[src/verilog/psr_regs.vh]
// Purpose: constants for the pipeline register with scan shadow
// Assumes: included by the design files by bare name
// Notes: definitions only
`ifndef PSR_REGS_VH
`define PSR_REGS_VH
`define PSR_WIDTH 8
`define PSR_SCAN_LSB 0
`define PSR_SCAN_MSB 7
`define PSR_SYNC_STAGES 2
`endif

[src/verilog/psr_edge_sync.v]
// Purpose: two-flop synchroniser with rising edge detect
// Assumes: async input, one clock clk_i
// Notes: first flop is read only by the second flop
`timescale 1ns/1ps
`include "psr_regs.vh"
module psr_edge_sync
(
   // clock and reset
   input wire clk_i,
   input wire rst_i,
   // asynchronous level
   input wire async_i,
   // synchronised level and rising edge pulse
   output wire level_o,
   output wire rise_o
);
   reg meta;
   reg sync;
   reg prev;

   // two flops then one more to find the edge
   always @(posedge clk_i)
   begin
      if (rst_i)
      begin
         meta <= 1'b0;
         sync <= 1'b0;
         prev <= 1'b0;
      end
      else
      begin
         meta <= async_i;
         sync <= meta;
         prev <= sync;
      end
   end

   assign level_o = sync;
   assign rise_o = sync & ~prev;
endmodule

[src/verilog/psr_pipe_shadow.v]
// Purpose: 8-bit pipeline register with serial scan shadow register
// Assumes: all pins sampled by clk_i at 100 MHz; pin clocks far slower
// Notes: Function
// Function
// - 8-bit pipeline register carries D to Y
// - pipeline edge loads D or shadow by mode
// - shadow input mux: Y capture or neighbour bit
// - shift: scan_in to bit 0, bit 7 out
// - shadow drives its word onto D port
// - shadow clocked only by diagnostic clock
// - one mode input steers both registers
// - Y drives only while enable_n low
// - Y pins feed shadow parallel inputs
// - D pins input or shadow output by mode and scan
// - mode low shifts; mode high, scan low captures
// - mode low loads D; high loads shadow
// - mode high, scan high: hold, D drive, pass
// - both clocks may act in same period
`timescale 1ns/1ps
`include "psr_regs.vh"
module psr_pipe_shadow
#(
   parameter WIDTH = `PSR_WIDTH
)
(
   // clock and reset (reset only initialises the edge and control synchronisers)
   input wire clk_i,
   input wire rst_i,
   // pin clocks and controls
   input wire pipe_clock_i,
   input wire diag_clock_i,
   input wire mode_i,
   input wire scan_in_i,
   input wire y_port_output_enable_n_i,
   // d port, two-way
   input wire [WIDTH-1:0] d_in_i,
   output wire [WIDTH-1:0] d_out_o,
   output wire d_oe_o,
   // y port, two-way
   input wire [WIDTH-1:0] y_in_i,
   output wire [WIDTH-1:0] y_out_o,
   output wire y_oe_o,
   // serial output
   output wire scan_out_o
);
   reg [WIDTH-1:0] pipe;
   reg [WIDTH-1:0] shadow;
   reg [WIDTH-1:0] d_meta;
   reg [WIDTH-1:0] d_sync;
   reg [WIDTH-1:0] y_meta;
   reg [WIDTH-1:0] y_sync;
   reg [2:0] ctl_meta;
   reg [2:0] ctl_sync;
   wire pipe_rise;
   wire diag_rise;
   wire mode;
   wire scan_in;
   wire oen;
   reg [WIDTH-1:0] next_shadow;

   // pin clocks are plain inputs; edges found on clk_i
   psr_edge_sync u_pipe_edge
   (
      .clk_i(clk_i),
      .rst_i(rst_i),
      .async_i(pipe_clock_i),
      .level_o(),
      .rise_o(pipe_rise)
   );

   psr_edge_sync u_diag_edge
   (
      .clk_i(clk_i),
      .rst_i(rst_i),
      .async_i(diag_clock_i),
      .level_o(),
      .rise_o(diag_rise)
   );

   // two-flop sync of data and controls; these line up with the edge
   // detector's second flop, so a rise sees settled data and mode
   always @(posedge clk_i)
   begin
      d_meta <= d_in_i;
      d_sync <= d_meta;
      y_meta <= y_in_i;
      y_sync <= y_meta;
      if (rst_i)
      begin
         ctl_meta <= 3'h1;
         ctl_sync <= 3'h1;
      end
      else
      begin
         ctl_meta <= {mode_i, scan_in_i, y_port_output_enable_n_i};
         ctl_sync <= ctl_meta;
      end
   end

   assign mode = ctl_sync[2];
   assign scan_in = ctl_sync[1];
   assign oen = ctl_sync[0];

   // shadow source select; hold stands in for the gated clock
   always @*
   begin
      next_shadow = shadow;
      if (!mode)
         next_shadow = {shadow[WIDTH-2:0], scan_in};
      else if (!scan_in)
         next_shadow = y_sync;
      else
         next_shadow = shadow;
   end

   // no reset on either register: contents unknown until loaded
   // the two loads are independent
   always @(posedge clk_i)
   begin
      if (diag_rise)
         shadow <= next_shadow;
      if (pipe_rise)
         pipe <= mode ? shadow : d_sync;
   end

   // output drive
   assign y_out_o = pipe;
   assign y_oe_o = ~oen;
   assign d_out_o = shadow;
   assign d_oe_o = mode & scan_in;
   // bit 7 while shifting, else pass-through, for chaining
   assign scan_out_o = mode ? scan_in : shadow[WIDTH-1];
endmodule

[config.mk]
export PLATFORM = sky130hd
export DESIGN_NAME = psr_pipe_shadow
export DESIGN_NICKNAME = d
export VERILOG_FILES = /design/src/verilog/psr_edge_sync.v /design/src/verilog/psr_pipe_shadow.v
export VERILOG_INCLUDE_DIRS = /design/src /design/src/verilog
export SDC_FILE = /design/constraint.sdc
export NUM_CORES = 1
export LEC_CHECK = 0
export ABC_CLOCK_PERIOD_IN_PS = 1820
export BUFFER_PORTS_ARGS = -buffer_cell sky130_fd_sc_hd__buf_2
export CAP_MARGIN = 20
export CORE_UTILIZATION = 54
export CTS_BUF_LIST = sky130_fd_sc_hd__clkbuf_4 sky130_fd_sc_hd__clkbuf_8
export CTS_CLUSTER_SIZE = 20
export DETAILED_ROUTE_END_ITERATION = 10
export PLACE_DENSITY = 0.88
export SLEW_MARGIN = 0
export SYNTH_ARGS = -nofsm -noshare
export SYNTH_HDL_FRONTEND = slang
export SYNTH_SLANG_ARGS = --single-unit
[constraint.sdc]
create_clock -name clk_i -period 1.82 [get_ports clk_i]
set_input_delay 0.182 -clock clk_i [delete_from_list [all_inputs] [get_ports clk_i]]
set_output_delay 0.182 -clock clk_i [all_outputs]
set_load 0.005 [all_outputs]
==> results of run 1 <==
[path summary, 6_finish.rpt]
| kind | slack (ps) | endpoint | start |
|---|---|---|---|
| setup reg to reg | 500 | d_out_o[4] | ctl_sync[2] |
| setup / recovery | 360 | scan_out_o | ctl_sync[2] |
| hold reg to reg | 330 | y_sync[0] | y_meta[0] |
| hold / removal | 30 | ctl_meta[2] | mode_i |
[synthesized netlist by cell type]
library cell / number / share of area, %
sky130_fd_sc_hd__dfxtp_1: 44 / 51
sky130_fd_sc_hd__edfxtp_1: 16 / 28
sky130_fd_sc_hd__nor2b_1: 11 / 4.0
sky130_fd_sc_hd__mux2_4: 10 / 8.7
sky130_fd_sc_hd__mux2_2: 7 / 4.6
sky130_fd_sc_hd__or2_2: 2 / 0.73
sky130_fd_sc_hd__and2_2: 1 / 0.44
sky130_fd_sc_hd__buf_12: 1 / 1.2
sky130_fd_sc_hd__buf_6: 1 / 0.65
sky130_fd_sc_hd__clkbuf_1: 1 / 0.22
sky130_fd_sc_hd__inv_1: 1 / 0.22
sky130_fd_sc_hd__nor3b_1: 1 / 0.44
[cell families (layout without fill, tap and decap cells)]
group / count (synthesis) / in the layout
buffers and inverters: 4 / 81
AND/OR/NAND/NOR: 15 / 15
flip-flops: 60 / 60
multiplexers: 17 / 17
[power by group through the flow]
stage	registers (mW)	logic (mW)	clock network, mW
2_1_floorplan	1.48	0.0586	0
3_3_place_gp	1.48	0.0932	0
3_5_place_dp	1.48	0.0992	0
4_1_cts	1.45	0.132	1.03
5_1_grt	1.46	0.146	1.09
6_report	1.45	0.132	1.01
[final cells by class]
cell class / instances / area share [%]
clock inverters: 1 / 1.29
multi-input cells: 32 / 13.9
clock buffers: 15 / 5.63
well taps: 44 / 2.36
inverters: 1 / 0.161
repair buffers: 64 / 18.3
flip-flops and latches: 60 / 58.3
[critical path: stages, from the launching register on]
cell and delay, ps:
sky130_fd_sc_hd__dfxtp_1 400, sky130_fd_sc_hd__mux2_2 360, sky130_fd_sc_hd__buf_2 130
[registers in the layout, summed over array words and instances, names as in the netlist, 3 cells and up]
register and count:
y_out_o 8, d_meta 8, ctl_meta 3, y_sync 8, ctl_sync 3, d_out_o 8, d_sync 8, y_meta 8
[per-stage QoR]
step / setup WS (ps) / instance area, sq um
final: 358 / 2330
after global routing: 280 / 2330
after CTS: 317 / 2330
after detailed placement: 529 / 1970
after global placement: 577 / 1970
after floorplan: 158 / 1730
[layer usage]
layer | vias to the layer above | global-route usage (%)
met2 | 40 | 30.4
met5 | - | 0
li1 | 467 | -
met4 | 0 | 9.18
met3 | 2 | 13.0
met1 | 436 | 20.2
==> flow_results.org, run 1 <==
** Job
- Across the run, the number of max-cap violations was 0.

** Clock network
- Number of buffers on the longest clock path :: 2
- Clock-pin slew was measured on the worst setup and hold paths at 100 ps.
- For the worst-skew pair, the clock arrives at the later sink with an insertion delay of 390 ps.
- CTS buffer count :: 9
- In this run, post-CTS hold repair placed 20 buffers.
- Count of cells resized by post-cts repair :: 0
- The tree is rooted in a sky130_fd_sc_hd__clkbuf_4.
- Counting every sink on the clock net gives 60.
- Postcts setup bufs :: 0
- The H-tree generated during clock tree synthesis spans 3 levels.
- Clock tree from TritonCTS :: done

** Power and ir drop
- Net switching is 18.9% of the power.
- The clock network is responsible for 38.9% of the overall power.
- Across the VDD grid, the largest voltage drop is 698 uV.
- Power share of the sequential group :: 56.0%
- The design draws 2.59 mW.
- For this design the total switching power over the nets is 0.489 mW.
- Leakage power of the design :: 1.01 nW
- Cell internal power was estimated by the tool at 2.10 mW.
- In this run the power density over the cells is 1110 mW/mm^2.
- In this run, the combinational gates consume 5.1% of the power.

** GRT
- The number of global-route vias before repair was 960.
- Entering global routing, the biggest net connects 16 pins.
- Congestion Overflow GR :: 0
- Antenna violations before repair :: 0
- Combined global-route utilization of all metal layers :: 19.4%
- The first global-routing pass estimated 4370 um of wire.

** Worst setup path
- Measured in cells, the most critical reg-to-reg path has a length of 2.
- Data on the critical path arrives at its endpoint at 1280 ps.
- Maximum fanout along the worst path :: 4
- STA classifies the critical path endpoint as a primary output.
- The worst setup path is launched from a flip-flop.
- STA puts the critical path data required time at 1640 ps.
- The critical path in this run is classified as reg -> out.

** Layout
- Antenna cells :: 0
- In the final design database the tool counted 191 nets.
- In the layout the commonest cells are 44 x sky130_fd_sc_hd__dfxtp_1, 41 x sky130_fd_sc_hd__buf_2, 20 x sky130_fd_sc_hd__dlygate4sd3_1.
- The library cell used most frequently in the layout, excluding fill and tap cells, is sky130_fd_sc_hd__dfxtp_1.
- The finished layout holds 217 standard cells, fillers aside.
- Area of all sequential standard cells :: 0.00136 sq mm
- Cells fill 76.5% of the core in the end.
- Count of fill cells added during filler insertion :: 212
- In the final layout, the share of cells above drive strength 1 is 46.2%.
- Area occupied by multi-input gates :: 325 sq um
- Relative to the synthesized area, the layout overhead comes to 35.3%.

** Min path
- Hold WC Path Type :: in -> reg
- The worst hold path passes through 2 cells.

** Drt
- Routed length on met3 :: 207 um
- For this block, the via count after detailed routing is 945.
- Once detail routing completed, the nets flagged for antenna violations numbered 0.
- Uppermost routed layer :: met4
- Routed wire length per instance :: 12.5 um
- For this run, the detailed router's first-pass iteration total came to 3.
- Final routed wirelength across all metal layers :: 2700 um
- After the first detailed-routing iteration, the DRC count stood at 48.
- For this run, design rule violations remaining after detail routing come to 0.
- Total length of routed met2 wires :: 1380 um
- Vias per cell :: 4.35
- Total routed wire length on the met1 layer :: 1100 um

** Floorplan
- After floorplanning, the core was divided into 20 placement rows.
- Overall die height :: 58.5 um
- Initial cell density of the core :: 56.5%
- In this run the count of I/O pins placed on the die edge is 42.
- Core Box Area :: 0.00305 sq mm
- The floorplan step defined a die boundary enclosing 0.00343 sq mm.
- The die is 58.5 um wide.

** STA
- Subtracting the final worst setup slack from the clock period gives 1460 ps.
- The worst pin sits at a relative slew slack of 83.3%.
- Setup violators final :: 0
- Skew final :: 12.7 ps
- In the finished design, the share of the clock period the worst path needs comes to 80.3%.
- Transition time at the pin with the least slew margin :: 250 ps
- The final hold violation count was 0.
- Setup repair after global routing left no endpoint under its margin.
- Setup total negative slack on the finished layout was measured at 0 ps.
- Fmax achieved :: 684 MHz
- The count of final max-slew check failures was 0.
- Hold Worst Slack :: 27.6 ps

** Synthesis
- After technology mapping, the gate count stands at 96.
- After synthesis, the largest family of logic cells by area is multiplexers.
- In this run the cell area of the synthesized design comes to 0.00173 sq mm.
- Number of warnings printed during yosys synthesis :: 0
- Of the total synthesized cell area, the portion taken by XOR and XNOR cells is 0%.
- Synthesis instantiated 12 different standard cells from the library.
- Yosys reg bits :: 60
- Dividing the synthesized area by the synthesized cell count gives 18.0 sq um.
- Summing the areas of all fa, ha and maj instances in the mapped netlist gives 0% of the synthesized area.
- The number of nets in the synthesized netlist is 119.
- Proportion of synthesized area in mux cells :: 13.3%
- Compound-gate portion of the synthesized area :: 0%
- Share of synthesized area occupied by flip-flops and latches :: 78.9%
- Post-synthesis simple-gate area fraction :: 5.58%

** Run status
- Run status :: finished, final reports clean

** Place
- In this run, placement finished with an instance count of 181.
- Port-buffer cells :: 41
- Gp weighted congestion :: 0.699
- Detailed-placement wirelength estimate :: 1620 um
(Power assumes the default switching activity.)
==> run 2: changes to the inputs <==
- ABC_CLOCK_PERIOD_IN_PS: 1820 -> 1150
- CORE_UTILIZATION: 54 -> 48
- PLACE_DENSITY: 0.88 -> 0.83
- clock period: 1.82 -> 1.15 ns (I/O delays scaled with it)
==> run 2 against run 1 <==
Against the previous run: the flow now finishes with violations (setup timing); largest power group unchanged; sequential power grew 59%; worst hold slack better by 4.5 ps; largest cell class unchanged; highest routed layer unchanged; utilization fell by 2.6 points; register-to-register slack worse by 730 ps; critical endpoint is now y_out_o[4]; total power up 49%; first-iteration DRC count is 58% lower; clock-buffer cell count decreased by 1.
==> flow_results.org, run 2 (synthesized netlist as in run 1, its figures left out) <==
** Run status
- The run finished, with violations left.
- The checks that failed: setup timing.

** Power and ir drop
- Leakage power of the design :: 1.10 nW (+9.2%)
- The total power consumption of the routed design is 3.85 mW (+49%).
- The peak ir drop on the vdd network came to 1280 uV (+83%).
- The total power density per cell area is 1540 mW/mm^2 (+38%).

** STA
- The worst-case setup margin in the final layout is -226 ps (-584 ps).
- Final Hold Violating Endpoints :: 0 (unchanged)
- The count of final max-slew check failures came to 0 (unchanged).
- Final sum of negative setup slack :: -4450 ps (-4450 ps)
- Tmin final :: 1380 ps
- The headroom to the max-slew limit was 87.2% (+3.9 points).
- The setup clock skew after layout came to 12.1 ps (-0.592 ps).
- RSZ-0062 raised after global routing :: true
- Fmax achieved :: 727 MHz
- The final setup violation count was 26 (+26).
- Of the available clock period, the critical path in the final layout requires 120%.
- Transition time at the pin with the least slew margin :: 193 ps (-57.8 ps)

** Clock network
- CTS Root Cell :: sky130_fd_sc_hd__clkbuf_4
- The number of H-tree branching levels is 3 (unchanged).
- Clock tree from TritonCTS :: done
- Clk pin slew, worst setup/hold paths :: 80 ps (-20 ps)
- The clock tree buffer depth came to 2 (unchanged).
- The number of clock buffers inserted by TritonCTS is 9 (unchanged).
- The number of sinks handled by clock tree synthesis is 60 (unchanged).
- Clock insertion delay at the later pin of the skew report :: 390 ps (about the same)

** Drt
- Routed wire length per instance :: 13.3 um (+6.5%)
- The post-route DRC violation count came to 0 (unchanged).
- The via count of the routed design is 987 (+4.4%).
- The remaining antenna violation count after routing is 0 (unchanged).
- The final routed wirelength across all metal layers came to 3060 um (+13%).
- The total iterations of the first detailed-routing run was 4 (+1).
- The via count normalized by instance count was 4.27 (-1.9%).
- Number of DRC markers in iteration 0 :: 20 (-58%)

** GRT
- Antenna violations before repair :: 0 (unchanged)
- The number of global-route vias before repair was 1013 (+5.5%).
- Wire length of the first global-routing pass :: 4420 um (+0.96%)
- The total global routing overflow came to 0 (unchanged).
- The maximum number of pins on one net before global-route repair is 13 (-3).
- Combined global-route utilization of all metal layers :: 18.3% (-1.1 points)

** Layout
- Share of final-layout standard cells stronger than drive strength 1 :: 50.3% (+4.0 points)
- Area added between synthesis and finish :: 45.2%
- The library cells used most frequently in the layout, excluding fill and tap cells, are 43 x sky130_fd_sc_hd__dfxtp_1, 39 x sky130_fd_sc_hd__buf_2, 21 x sky130_fd_sc_hd__dlygate4sd3_1.
- The area taken by multi-input logic gates came to 364 sq um (+12%).
- The number of nets in the layout came to 203 (+6.3%).
- The library cell used most frequently in the layout, excluding fill and tap cells, is sky130_fd_sc_hd__dfxtp_1.
- The final antenna diode count came to 0 (unchanged).
- The area of all placed cells without fillers is 0.00250 sq mm (+7.3%).
- The final-layout fill cell count came to 211 (-0.47%).
- Area of all sequential standard cells :: 0.00136 sq mm (about the same)
- Number of standard cells in the final layout excluding fillers :: 231 (+6.5%)

** Worst setup path
- Kind of start point of the critical path :: flip-flop
- Reg-to-reg critical path endpoint :: y_out_o[4]
- The endpoint required time on the critical path was 1280 ps (-360 ps).
- The delay contributed by the slowest stage of the critical path is 330 ps (-70 ps).
- The highest net fanout along the worst path is 7 (+3).
- On the critical path, the stage with the largest delay is an instance of sky130_fd_sc_hd__dfxtp_2.
- Setup CP Type :: reg -> reg
- RR Startpoint :: ctl_sync[2]
- Register-to-register setup slack :: -230 ps (-730 ps)
- The worst setup path is captured at a flip-flop.
- Worst Reg2Reg Path Length in Cells :: 5 (+3)
- The critical path goes through buf_4, buf_6, buf_12, buf_16, mux2_4.
- Arrival time at the worst endpoint :: 1510 ps (+230 ps)

** Place
- Port-buffer cells :: 41 (unchanged)
- The number of placed instances with taps included was 185 (+2.2%).
- Detailed-placement wirelength estimate :: 1680 um (+3.7%)
- The placed cell area is 0.00202 sq mm (+2.2%).
- The final weighted congestion of routability-driven global placement was 0.699 (unchanged).
- The setup slack at placement was -37.4 ps (-567 ps).

** Min path
- Hold path depth :: 2 (unchanged)
- Worst hold path endpoint :: ctl_sync[2]
- The worst hold path belongs to the class in -> reg.
- In this run the most critical hold path is launched from rst_i.

** Floorplan
- The die width came to 62.0 um (+5.9%).
- Ports :: 42 (unchanged)
- The area enclosed by the die boundary came to 0.00384 sq mm (+12%).
- The die boundary height was 62.0 um (+5.9%).
- The number of rows created at floorplan was 21 (+5.0%).
- The area of the core is 0.00339 sq mm (+11%).
- The initial core utilization came to 50.9% (-5.6 points).

** Job
- The max-cap violation count was 0 (unchanged).
run 2: cell count changes in the layout (fill, tap and decap cells not counted), moves of 2 or more:
cell	change
sky130_fd_sc_hd__buf_12	+2
sky130_fd_sc_hd__mux2_2	-7
sky130_fd_sc_hd__buf_2	-2
sky130_fd_sc_hd__buf_6	+5
sky130_fd_sc_hd__buf_4	+5
sky130_fd_sc_hd__mux2_4	+7
sky130_fd_sc_hd__clkinv_2	+2
run 2: worst max path at each step:
stage	cells after the start	from	slack, ps	to
6_report	5	ctl_sync[2]	-230	y_out_o[4]
5_1_grt	5	ctl_sync[2]	-260	d_out_o[1]
4_1_cts	3	ctl_sync[2]	-230	scan_out_o
3_3_place_gp	2	ctl_sync[2]	10	y_out_o[7]
3_5_place_dp	3	ctl_sync[2]	-40	d_out_o[2]
2_1_floorplan	3	ctl_sync[2]	-100	d_out_o[0]
run 2: layout make-up:
cell class                 count  share of cell area [%]
multi-input combinational     32                    14.5
inverter                       1                   0.150
sequential                    60                    54.4
tap                           46                    2.30
clock inverter                 2                   0.400
clock buffer                  14                    4.70
timing repair buffer          76                    23.5
run 2: layer usage:
layer | GRT usage, % | share of wire [%]
met1 | 16.0 | 37
met2 | 32.1 | 56
met3 | 13.3 | 6.8
met4 | 6.67 | 0.88
met5 | 0 | 0
run 2: power by group:
part	leakage (nW)	internal, mW	total (mW)	switching [mW]
registers	0.516	2.27	2.30	0.0329
clock network	0.0774	0.631	1.28	0.653
logic	0.511	0.189	0.268	0.0786
run 2: timing repair:
| action | CTS | global route |
|---|---|---|
| setup endpoints to repair | 15 | 29 |
| pin swaps | 1 | 0 |
| gates cloned | 1 | 0 |
| hold buffers | 21 | 0 |
| endpoints found under the hold margin | 21 | 0 |
| resized for setup | 6 | 8 |
| buffers inserted | 3 | 5 |
run 2: worst max-delay path: cells and delay by family, from the launching register on:
family / cells / cell delay (ps)
buffers and inverters: 4 / 500
multiplexers: 1 / 290
flip-flops: 1 / 330
run 2: stage by stage:
step	hold WS (ps)	utilization [%]
6_report	32.1	73.9
5_1_grt	28.6	73.9
4_1_cts	6.02	71.8
3_5_place_dp	219	59.5
3_3_place_gp	218	59.5
2_1_floorplan	143	-
